==> config.mk <==
export PLATFORM = sky130hd
export DESIGN_NAME = pts_fuse_fail
export DESIGN_NICKNAME = d
export VERILOG_FILES = /design/src/pts_delay_timer.v /design/src/pts_fuse_fail.v
export VERILOG_INCLUDE_DIRS = /design/src
export SDC_FILE = /design/constraint.sdc
export NUM_CORES = 2
export LEC_CHECK = 0
export BUFFER_PORTS_ARGS = -buffer_cell sky130_fd_sc_hd__clkbuf_2
export CORE_ASPECT_RATIO = 0.5
export CORE_UTILIZATION = 50
export CTS_CLUSTER_SIZE = 12
export DETAILED_ROUTE_END_ITERATION = 10
export GPL_TIMING_DRIVEN = 0
export HOLD_SLACK_MARGIN = 0.02
export PLACE_DENSITY = 0.75
export SETUP_SLACK_MARGIN = 0.3
export SYNTH_ARGS = -nofsm -noshare
export SYNTH_HDL_FRONTEND = slang
export SYNTH_SLANG_ARGS = --single-unit
==> constraint.sdc <==
create_clock -name clk_sys -period 13.2 [get_ports clk_sys]
set_input_delay 1.98 -clock clk_sys [delete_from_list [all_inputs] [get_ports clk_sys]]
set_output_delay 1.98 -clock clk_sys [all_outputs]
set_load 0.01 [all_outputs]
==> src/pts_defs.vh <==
// constants shared by the fuse-failure supervision block
// Behaviour
// - asym crit 1: 3I0 and I2 below limit
// - asym crit 2: any phase above min A
// - grounded: 3U0 and U2 above limit
// - isolated/compensated: U2/U1 above quotient
// - 3-phase crit 1: all phase voltages lost
// - 3-phase crit 2: load and small delta
// - delta current: period start minus end magnitude
// - voltage difference path only for ground source
// - difference is UG minus three times U0
// - difference above limit picks up, starts timer
// - pickup needs enable, path fail, no block
// - trip after pickup and full delay
// - pickup and trip drop when fault clears
// - early clear stops timer, zeroes, drops pickup
// - recurrence picks up, timer from zero
// - general check source: off, first CT
// - general check active while enabled
// - fuse source: off, first CT, ground voltage
// - block by event number, zero none
`ifndef PTS_DEFS_VH
`define PTS_DEFS_VH

`define PTS_REG_CTRL 8'h00
`define PTS_REG_BLOCK 8'h04
`define PTS_REG_SYM_I 8'h08
`define PTS_REG_MIN_A 8'h0C
`define PTS_REG_ASYM_V 8'h10
`define PTS_REG_QUOT 8'h14
`define PTS_REG_VLOST 8'h18
`define PTS_REG_MIN_B 8'h1C
`define PTS_REG_DIFF_I 8'h20
`define PTS_REG_DIFF_V 8'h24
`define PTS_REG_DELAY 8'h28
`define PTS_REG_STATUS 8'h2C

`define PTS_CTRL_FF_LSB 0
`define PTS_CTRL_GC_LSB 2
`define PTS_CTRL_STAR_LSB 4

`define PTS_SRC_OFF 2'h0
`define PTS_SRC_CT1 2'h1
`define PTS_SRC_CT2 2'h2
`define PTS_SRC_GND 2'h3

`define PTS_STAR_GROUNDED 2'h0

`define PTS_RST_CTRL 8'h00
`define PTS_RST_LIMIT 16'h0000

`define PTS_CLK_NS 10
`define PTS_NS_PER_MS 1000000
`define PTS_CYC_PER_MS (`PTS_NS_PER_MS / `PTS_CLK_NS)

`endif

==> src/pts_delay_timer.v <==
// trip delay timer counting milliseconds while the failure holds
`timescale 1ns/100ps
`include "pts_defs.vh"
module pts_delay_timer #(
    parameter CYC_PER_MS = `PTS_CYC_PER_MS
) (
    input wire clk_sys,
    input wire srst,
    input wire run,
    input wire [15:0] delay_ms,
    output reg trip,
    output reg [15:0] elapsed_ms
);

reg [31:0] pre;
wire ms_tick;

assign ms_tick = (pre == CYC_PER_MS - 1);

always @(posedge clk_sys) begin
    if (srst) begin
        pre <= 32'h00000000;
        elapsed_ms <= 16'h0000;
        trip <= 1'b0;
    end else if (!run) begin
        // early clear zeroes the count so a recurrence starts fresh
        pre <= 32'h00000000;
        elapsed_ms <= 16'h0000;
        trip <= 1'b0;
    end else begin
        if (ms_tick) begin
            pre <= 32'h00000000;
        end else begin
            pre <= pre + 32'h00000001;
        end
        // saturate at the setting; no wrap back below it
        if (ms_tick && elapsed_ms < delay_ms) begin
            elapsed_ms <= elapsed_ms + 16'h0001;
        end
        trip <= (elapsed_ms >= delay_ms);
    end
end

endmodule

==> src/pts_fuse_fail.v <==
// fuse-failure supervision: criteria, settings registers and events
//
// The address-and-strobe port and the address map are this design's own decisions.
`timescale 1ns/100ps
`include "pts_defs.vh"
module pts_fuse_fail #(
    parameter CYC_PER_MS = `PTS_CYC_PER_MS
) (
    input wire clk_sys,
    input wire srst,
    input wire [7:0] reg_addr,
    input wire [31:0] reg_wdata,
    input wire reg_wr,
    input wire reg_rd,
    output reg [31:0] reg_rdata,
    input wire meas_valid,
    input wire [47:0] cur_phase,
    input wire [47:0] cur_phase_start,
    input wire [15:0] cur_residual,
    input wire [15:0] cur_negative,
    input wire [47:0] volt_phase,
    input wire [15:0] volt_residual,
    input wire [15:0] volt_negative,
    input wire [15:0] volt_positive,
    input wire [15:0] volt_ground_re,
    input wire [15:0] volt_ground_im,
    input wire [15:0] volt_zero_re,
    input wire [15:0] volt_zero_im,
    input wire [255:0] event_active,
    output reg fuse_fail_active_event,
    output reg fuse_fail_blocked_event,
    output reg fuse_fail_pickup_event,
    output wire fuse_fail_trip_event,
    output reg general_check_active_event
);

// settings
reg [7:0] ctrl;
reg [7:0] fuse_fail_block_event;
reg [15:0] symmetric_current_limit;
reg [15:0] min_load_current_limit_a;
reg [15:0] asym_voltage_limit;
reg [15:0] asym_voltage_quotient;
reg [15:0] voltage_lost_limit;
reg [15:0] min_load_current_limit_b;
reg [15:0] diff_current_limit;
reg [15:0] diff_voltage_limit;
reg [15:0] fuse_fail_trip_delay;

wire [1:0] fuse_fail_source_select;
wire [1:0] general_check_source_select;
wire [1:0] star_point_treatment;

assign fuse_fail_source_select = ctrl[`PTS_CTRL_FF_LSB +: 2];
assign general_check_source_select = ctrl[`PTS_CTRL_GC_LSB +: 2];
assign star_point_treatment = ctrl[`PTS_CTRL_STAR_LSB +: 2];

// criterion results captured once per measuring period
reg crit_asym;
reg crit_three;
reg crit_vdiff;
reg fail_cond;

wire [15:0] elapsed_ms;

// register writes
always @(posedge clk_sys) begin
    if (srst) begin
        ctrl <= `PTS_RST_CTRL;
        fuse_fail_block_event <= 8'h00;
        symmetric_current_limit <= `PTS_RST_LIMIT;
        min_load_current_limit_a <= `PTS_RST_LIMIT;
        asym_voltage_limit <= `PTS_RST_LIMIT;
        asym_voltage_quotient <= `PTS_RST_LIMIT;
        voltage_lost_limit <= `PTS_RST_LIMIT;
        min_load_current_limit_b <= `PTS_RST_LIMIT;
        diff_current_limit <= `PTS_RST_LIMIT;
        diff_voltage_limit <= `PTS_RST_LIMIT;
        fuse_fail_trip_delay <= `PTS_RST_LIMIT;
    end else if (reg_wr) begin
        case (reg_addr)
            `PTS_REG_CTRL: begin
                ctrl <= {2'h0, reg_wdata[5:0]};
            end
            `PTS_REG_BLOCK: begin
                fuse_fail_block_event <= reg_wdata[7:0];
            end
            `PTS_REG_SYM_I: begin
                symmetric_current_limit <= reg_wdata[15:0];
            end
            `PTS_REG_MIN_A: begin
                min_load_current_limit_a <= reg_wdata[15:0];
            end
            `PTS_REG_ASYM_V: begin
                asym_voltage_limit <= reg_wdata[15:0];
            end
            `PTS_REG_QUOT: begin
                asym_voltage_quotient <= reg_wdata[15:0];
            end
            `PTS_REG_VLOST: begin
                voltage_lost_limit <= reg_wdata[15:0];
            end
            `PTS_REG_MIN_B: begin
                min_load_current_limit_b <= reg_wdata[15:0];
            end
            `PTS_REG_DIFF_I: begin
                diff_current_limit <= reg_wdata[15:0];
            end
            `PTS_REG_DIFF_V: begin
                diff_voltage_limit <= reg_wdata[15:0];
            end
            `PTS_REG_DELAY: begin
                fuse_fail_trip_delay <= reg_wdata[15:0];
            end
            default: begin
            end
        endcase
    end
end

// register reads, data in the cycle after the strobe
always @(posedge clk_sys) begin
    if (srst) begin
        reg_rdata <= 32'h00000000;
    end else if (reg_rd) begin
        case (reg_addr)
            `PTS_REG_CTRL: reg_rdata <= {24'h000000, ctrl};
            `PTS_REG_BLOCK: reg_rdata <= {24'h000000, fuse_fail_block_event};
            `PTS_REG_SYM_I: reg_rdata <= {16'h0000, symmetric_current_limit};
            `PTS_REG_MIN_A: reg_rdata <= {16'h0000, min_load_current_limit_a};
            `PTS_REG_ASYM_V: reg_rdata <= {16'h0000, asym_voltage_limit};
            `PTS_REG_QUOT: reg_rdata <= {16'h0000, asym_voltage_quotient};
            `PTS_REG_VLOST: reg_rdata <= {16'h0000, voltage_lost_limit};
            `PTS_REG_MIN_B: reg_rdata <= {16'h0000, min_load_current_limit_b};
            `PTS_REG_DIFF_I: reg_rdata <= {16'h0000, diff_current_limit};
            `PTS_REG_DIFF_V: reg_rdata <= {16'h0000, diff_voltage_limit};
            `PTS_REG_DELAY: reg_rdata <= {16'h0000, fuse_fail_trip_delay};
            `PTS_REG_STATUS: begin
                reg_rdata <= {elapsed_ms, 8'h00,
                              crit_vdiff, crit_three, crit_asym,
                              general_check_active_event,
                              fuse_fail_trip_event, fuse_fail_pickup_event,
                              fuse_fail_blocked_event, fuse_fail_active_event};
            end
            default: reg_rdata <= 32'h00000000;
        endcase
    end else begin
        reg_rdata <= 32'h00000000;
    end
end

// per-phase comparisons
wire [2:0] above_min_a;
wire [2:0] above_min_b;
wire [2:0] volt_lost;
wire [2:0] delta_small;

genvar ph;
generate
    for (ph = 0; ph < 3; ph = ph + 1) begin : g_phase
        wire [15:0] i_end;
        wire [15:0] i_start;
        wire [15:0] i_delta;
        assign i_end = cur_phase[16*ph +: 16];
        assign i_start = cur_phase_start[16*ph +: 16];
        // magnitude change across the period, direction ignored
        assign i_delta = (i_end > i_start) ? (i_end - i_start)
                                           : (i_start - i_end);
        assign above_min_a[ph] = i_end > min_load_current_limit_a;
        assign above_min_b[ph] = i_end > min_load_current_limit_b;
        assign volt_lost[ph] = volt_phase[16*ph +: 16] < voltage_lost_limit;
        assign delta_small[ph] = i_delta < diff_current_limit;
    end
endgenerate

// asymmetric path
wire asym_c1;
wire asym_c2;
wire asym_c3;
wire asym_grounded;
wire asym_ratio;
wire [31:0] quot_prod;

assign asym_c1 = (cur_residual < symmetric_current_limit) &&
                 (cur_negative < symmetric_current_limit);
assign asym_c2 = |above_min_a;
assign asym_grounded = (volt_residual > asym_voltage_limit) &&
                       (volt_negative > asym_voltage_limit);
// quotient is 0.16 fixed point, so U2/U1 > q becomes U2*2^16 > q*U1
assign quot_prod = asym_voltage_quotient * volt_positive;
assign asym_ratio = {volt_negative, 16'h0000} > quot_prod;
assign asym_c3 = (star_point_treatment == `PTS_STAR_GROUNDED) ? asym_grounded
                                                               : asym_ratio;

// three-phase path
wire three_c1;
wire three_c2;

assign three_c1 = &volt_lost;
assign three_c2 = (|above_min_b) && (&delta_small);

// residual voltage difference, UG - 3*U0 as complex value
wire signed [18:0] ug_re;
wire signed [18:0] ug_im;
wire signed [18:0] u0_re;
wire signed [18:0] u0_im;
wire signed [18:0] dif_re;
wire signed [18:0] dif_im;
wire signed [37:0] sq_re;
wire signed [37:0] sq_im;
wire [37:0] sq_re_u;
wire [37:0] sq_im_u;
wire [38:0] dif_sq;
wire [31:0] lim_sq;

assign ug_re = {{3{volt_ground_re[15]}}, volt_ground_re};
assign ug_im = {{3{volt_ground_im[15]}}, volt_ground_im};
assign u0_re = {{3{volt_zero_re[15]}}, volt_zero_re};
assign u0_im = {{3{volt_zero_im[15]}}, volt_zero_im};
assign dif_re = ug_re - ((u0_re <<< 1) + u0_re);
assign dif_im = ug_im - ((u0_im <<< 1) + u0_im);
// squared magnitudes avoid a square root at the cost of wide multipliers
assign sq_re = dif_re * dif_re;
assign sq_im = dif_im * dif_im;
assign sq_re_u = sq_re;
assign sq_im_u = sq_im;
assign dif_sq = {1'b0, sq_re_u} + {1'b0, sq_im_u};
assign lim_sq = diff_voltage_limit * diff_voltage_limit;

// source decode
wire src_ct1;
wire src_gnd;
wire ff_enabled;
wire blocked_now;
wire path_fail;

// the unsupported second current channel counts as off
assign src_ct1 = (fuse_fail_source_select == `PTS_SRC_CT1);
assign src_gnd = (fuse_fail_source_select == `PTS_SRC_GND);
assign ff_enabled = src_ct1 || src_gnd;
assign blocked_now = (fuse_fail_block_event != 8'h00) &&
                     event_active[fuse_fail_block_event];
// ground source ignores every asymmetric and three-phase limit
assign path_fail = src_ct1 ? (crit_asym || crit_three)
                           : (src_gnd && crit_vdiff);

// criteria latched at each measuring period strobe
always @(posedge clk_sys) begin
    if (srst) begin
        crit_asym <= 1'b0;
        crit_three <= 1'b0;
        crit_vdiff <= 1'b0;
    end else if (meas_valid) begin
        crit_asym <= asym_c1 && asym_c2 && asym_c3;
        crit_three <= three_c1 && three_c2;
        crit_vdiff <= src_gnd && (dif_sq > {7'h00, lim_sq});
    end
end

// pickup state and status events
always @(posedge clk_sys) begin
    if (srst) begin
        fail_cond <= 1'b0;
        fuse_fail_pickup_event <= 1'b0;
        fuse_fail_active_event <= 1'b0;
        fuse_fail_blocked_event <= 1'b0;
        general_check_active_event <= 1'b0;
    end else begin
        fail_cond <= ff_enabled && path_fail && !blocked_now;
        // pickup follows the condition both ways, no latching
        fuse_fail_pickup_event <= ff_enabled && path_fail && !blocked_now;
        fuse_fail_active_event <= ff_enabled;
        fuse_fail_blocked_event <= ff_enabled && blocked_now;
        general_check_active_event <=
            (general_check_source_select == `PTS_SRC_CT1);
    end
end

// timer runs only while pickup stands; dropping pickup clears it
pts_delay_timer #(
    .CYC_PER_MS(CYC_PER_MS)
) u_timer (
    .clk_sys(clk_sys),
    .srst(srst),
    .run(fail_cond && fuse_fail_pickup_event),
    .delay_ms(fuse_fail_trip_delay),
    .trip(fuse_fail_trip_event),
    .elapsed_ms(elapsed_ms)
);

endmodule

==> impl_metrics.py <==
metrics = {
    "run_status": {
        "status": "finished clean",
    },
    "detailed_routing": {
        "vias": 57300,
        "drtPass1Iterations": 9,
        "drtAntennaViolNets": 0,
        "wl_per_cell_um": 20.6,
        "drt_iter0_markers": 5092,
        "vias_per_cell": 5.63,
        "drc": 0,
        "routed_wl_um": 210000,
    },
    "logic_synthesis": {
        "async_reset_ff_frac": 0,
        "yosysWarningCount": 0,
        "synthFlopType": "dfxtp_1",
        "yosysTopAreaCellShare": 0.322,
        "synth_edf_count": 0,
        "avgSynthCellArea_um2": 8.62,
        "ys_seq_area_frac": 0.0742,
        "synth.distinct_cells": 87,
        "synth_cells": 7705,
        "syn_nets": 10300,
        "ys_seq_elements": 246,
        "synthTopCellsByArea": "fa_1 32%, ha_1 17%, inv_1 9.1%, dfxtp_1 7.4%, nand2_1 4.9%",
        "syn_area_mm2": 0.0664,
        "synth_top_cell_by_area": "fa_1",
    },
    "die": {
        "fp.coreArea_mm2": 0.132,
        "die_x_um": 517,
        "io_pins": 626,
        "die_h_um": 260,
        "die_area_mm2": 0.134,
        "initial_core_util": 0.504,
        "num_rows": 94,
    },
    "grt": {
        "grt_usage": 0.311,
        "grt_first_pass_wirelength_um": 323000,
        "grt_pass1_vias": 57500,
        "grt_max_degree": 14,
        "antenna_found_initial": 23,
        "overflow": 0,
    },
    "critical_path": {
        "worst-path-buf-inv": 8,
        "end_kind": "register",
        "required_ns": 13.64,
        "critical_path_arrival_ns": 13.24,
        "cp_max_fo": 4,
        "start_kind": "primary input",
        "critical_path_class": "primary input to register",
        "cpMostUsedCell": "fa_1",
        "cpPeakStageDelay_ns": 0.59,
        "critPathSlowestCell": "fa_1",
        "crit_family": "adder cells",
    },
    "sta": {
        "tightestPinTransition_ns": 1.46,
        "fmax_ghz": 0.0781,
        "finalCritPeriodShare": 0.970,
        "setup_viol": 0,
        "rsz0062_at_grt": "true",
        "hold_viol": 0,
        "tns_ns": 0,
        "skew_ns": 0.0338,
        "fin_ws_ns": 0.395,
        "slew_headroom": 0.0207,
        "min_period_ns": 12.80,
        "report.final.slew_viol_count": 0,
    },
    "cts": {
        "cts_tree": "done",
        "cts_root_buf": "clkbuf_16",
        "cts_buffer_depth": 3,
        "cts.clk_slew.worst_paths_ns": 0.07,
        "cts.htree.levels": 1,
        "clock-sinks": 246,
        "clk_latency_ns": 0.56,
        "numCtsBuffers": 26,
        "holdBufCountCts": 0,
    },
    "placed_design": {
        "placed_cells": 10100,
        "port_buffers": 598,
        "globalplace.congestion": 1.02,
        "place_ws_ns": -1.99,
        "dp_hpwl_um": 178000,
        "detailed_place.area_mm2": 0.0716,
    },
    "final_layout": {
        "final_common_cell": "inv_1",
        "fin_area_mm2": 0.0741,
        "mostFrequentLayoutCells": "1,592 x inv_1, 1,053 x fa_1, 899 x ha_1, 865 x nand2_1, 614 x clkbuf_2",
        "final_nets": 11000,
        "layout-drive-gt1-share": 0.124,
        "stdcell_count": 10200,
        "synthToLayoutAreaGrowth_pct": 11.7,
    },
    "job": {
        "cap_viol_max_count": 0,
    },
    "min_path": {
        "hold_class": "register to register",
    },
}
## state kept, by name, indices dropped and copies added, names as in the netlist, 6 cells and up
| signal | count |
|---|---|
| min_load_current_limit_a | 16 |
| symmetric_current_limit | 16 |
| asym_voltage_quotient | 16 |
| u_timer.pre | 32 |
| asym_voltage_limit | 16 |
| ctrl | 6 |
| u_timer.elapsed_ms | 16 |
| fuse_fail_trip_delay | 16 |
| min_load_current_limit_b | 16 |
| diff_voltage_limit | 16 |
| fuse_fail_block_event | 8 |
| diff_current_limit | 16 |
| reg_rdata | 32 |
| voltage_lost_limit | 16 |
## synthesized netlist by cell type (all sizes together) (21+ instances only)
cell type	instances
nor4	24
dfxtp	246
nand3	91
buf	26
a21o	181
clkbuf	234
nand2b	75
xor2	122
nand2	873
inv	1613
o21ai	191
a211oi	28
ha	923
o21bai	44
nand4	79
o21a	48
fa	1069
a21oi	462
nor2b	53
nor3	47
a31oi	32
a22oi	26
nor2	437
and3	47
a22o	24
xnor2	167
and2	172
a221oi	39
mux2i	21
mux4	84
## kinds of logic (layout without fill, tap and decap cells)
kind of cell / count (synthesis) / after routing / share of synthesized area
adder cells (fa/ha/maj): 1992 / 1992 / 0.496
AND/OR/NAND/NOR: 1961 / 1961 / 0.134
buffers and inverters: 1879 / 2572 / 0.107
AO/OA/AOI/OAI: 1219 / 1219 / 0.117
XOR/XNOR: 289 / 289 / 0.0381
flip-flops: 246 / 246 / 0.0742
multiplexers: 119 / 119 / 0.0340
other: 0 / 12 / 0
## cell type report
class	instances	area [um^2]
fill	11800	57500
multi-input combinational	5580	55500
inverter	1619	6090
sequential	246	4920
timing repair buffer	657	3470
tap	1776	2220
buffer	260	1190
clock buffer	31	689
clock inverter	5	46.3
antenna	12	30.0
## repair_timing
item,in CTS,in global routing
pin swaps,17,86
setup endpoints to repair,1,1
buffers inserted,26,33
resized for setup,143,196
## metal layers
layer	GRT usage	wire, um	up-vias	part of all wire
met5	0	92	-	0.00044
met4	0.106	8460	14	0.040
met3	0.0672	21100	494	0.10
met2	0.493	93700	2593	0.45
met1	0.420	86600	28200	0.41
li1	-	-	26100	-
## per-stage QoR
stage	hold slack [ns]	utilization
3_3_place_gp	0.431	0.544
5_1_grt	0.466	0.563
3_5_place_dp	0.440	0.544
2_1_floorplan	0.418	-
6_report	0.449	0.563
4_1_cts	0.453	0.556
## worst paths after layout
check | from | to | slack, ns | depth (start not counted)
setup / recovery | volt_zero_re[1] | crit_vdiff | 0.40 | 50
hold / removal | u_timer.pre[0] | u_timer.pre[0] | 0.45 | 1
hold reg to reg | u_timer.pre[0] | u_timer.pre[0] | 0.45 | 1
setup reg to reg | asym_voltage_quotient[5] | crit_asym | 3.96 | 31
Power is left out: the tool's default activity adds up to more than one toggle a clock period on the data nets, which glitch-free logic cannot reach.
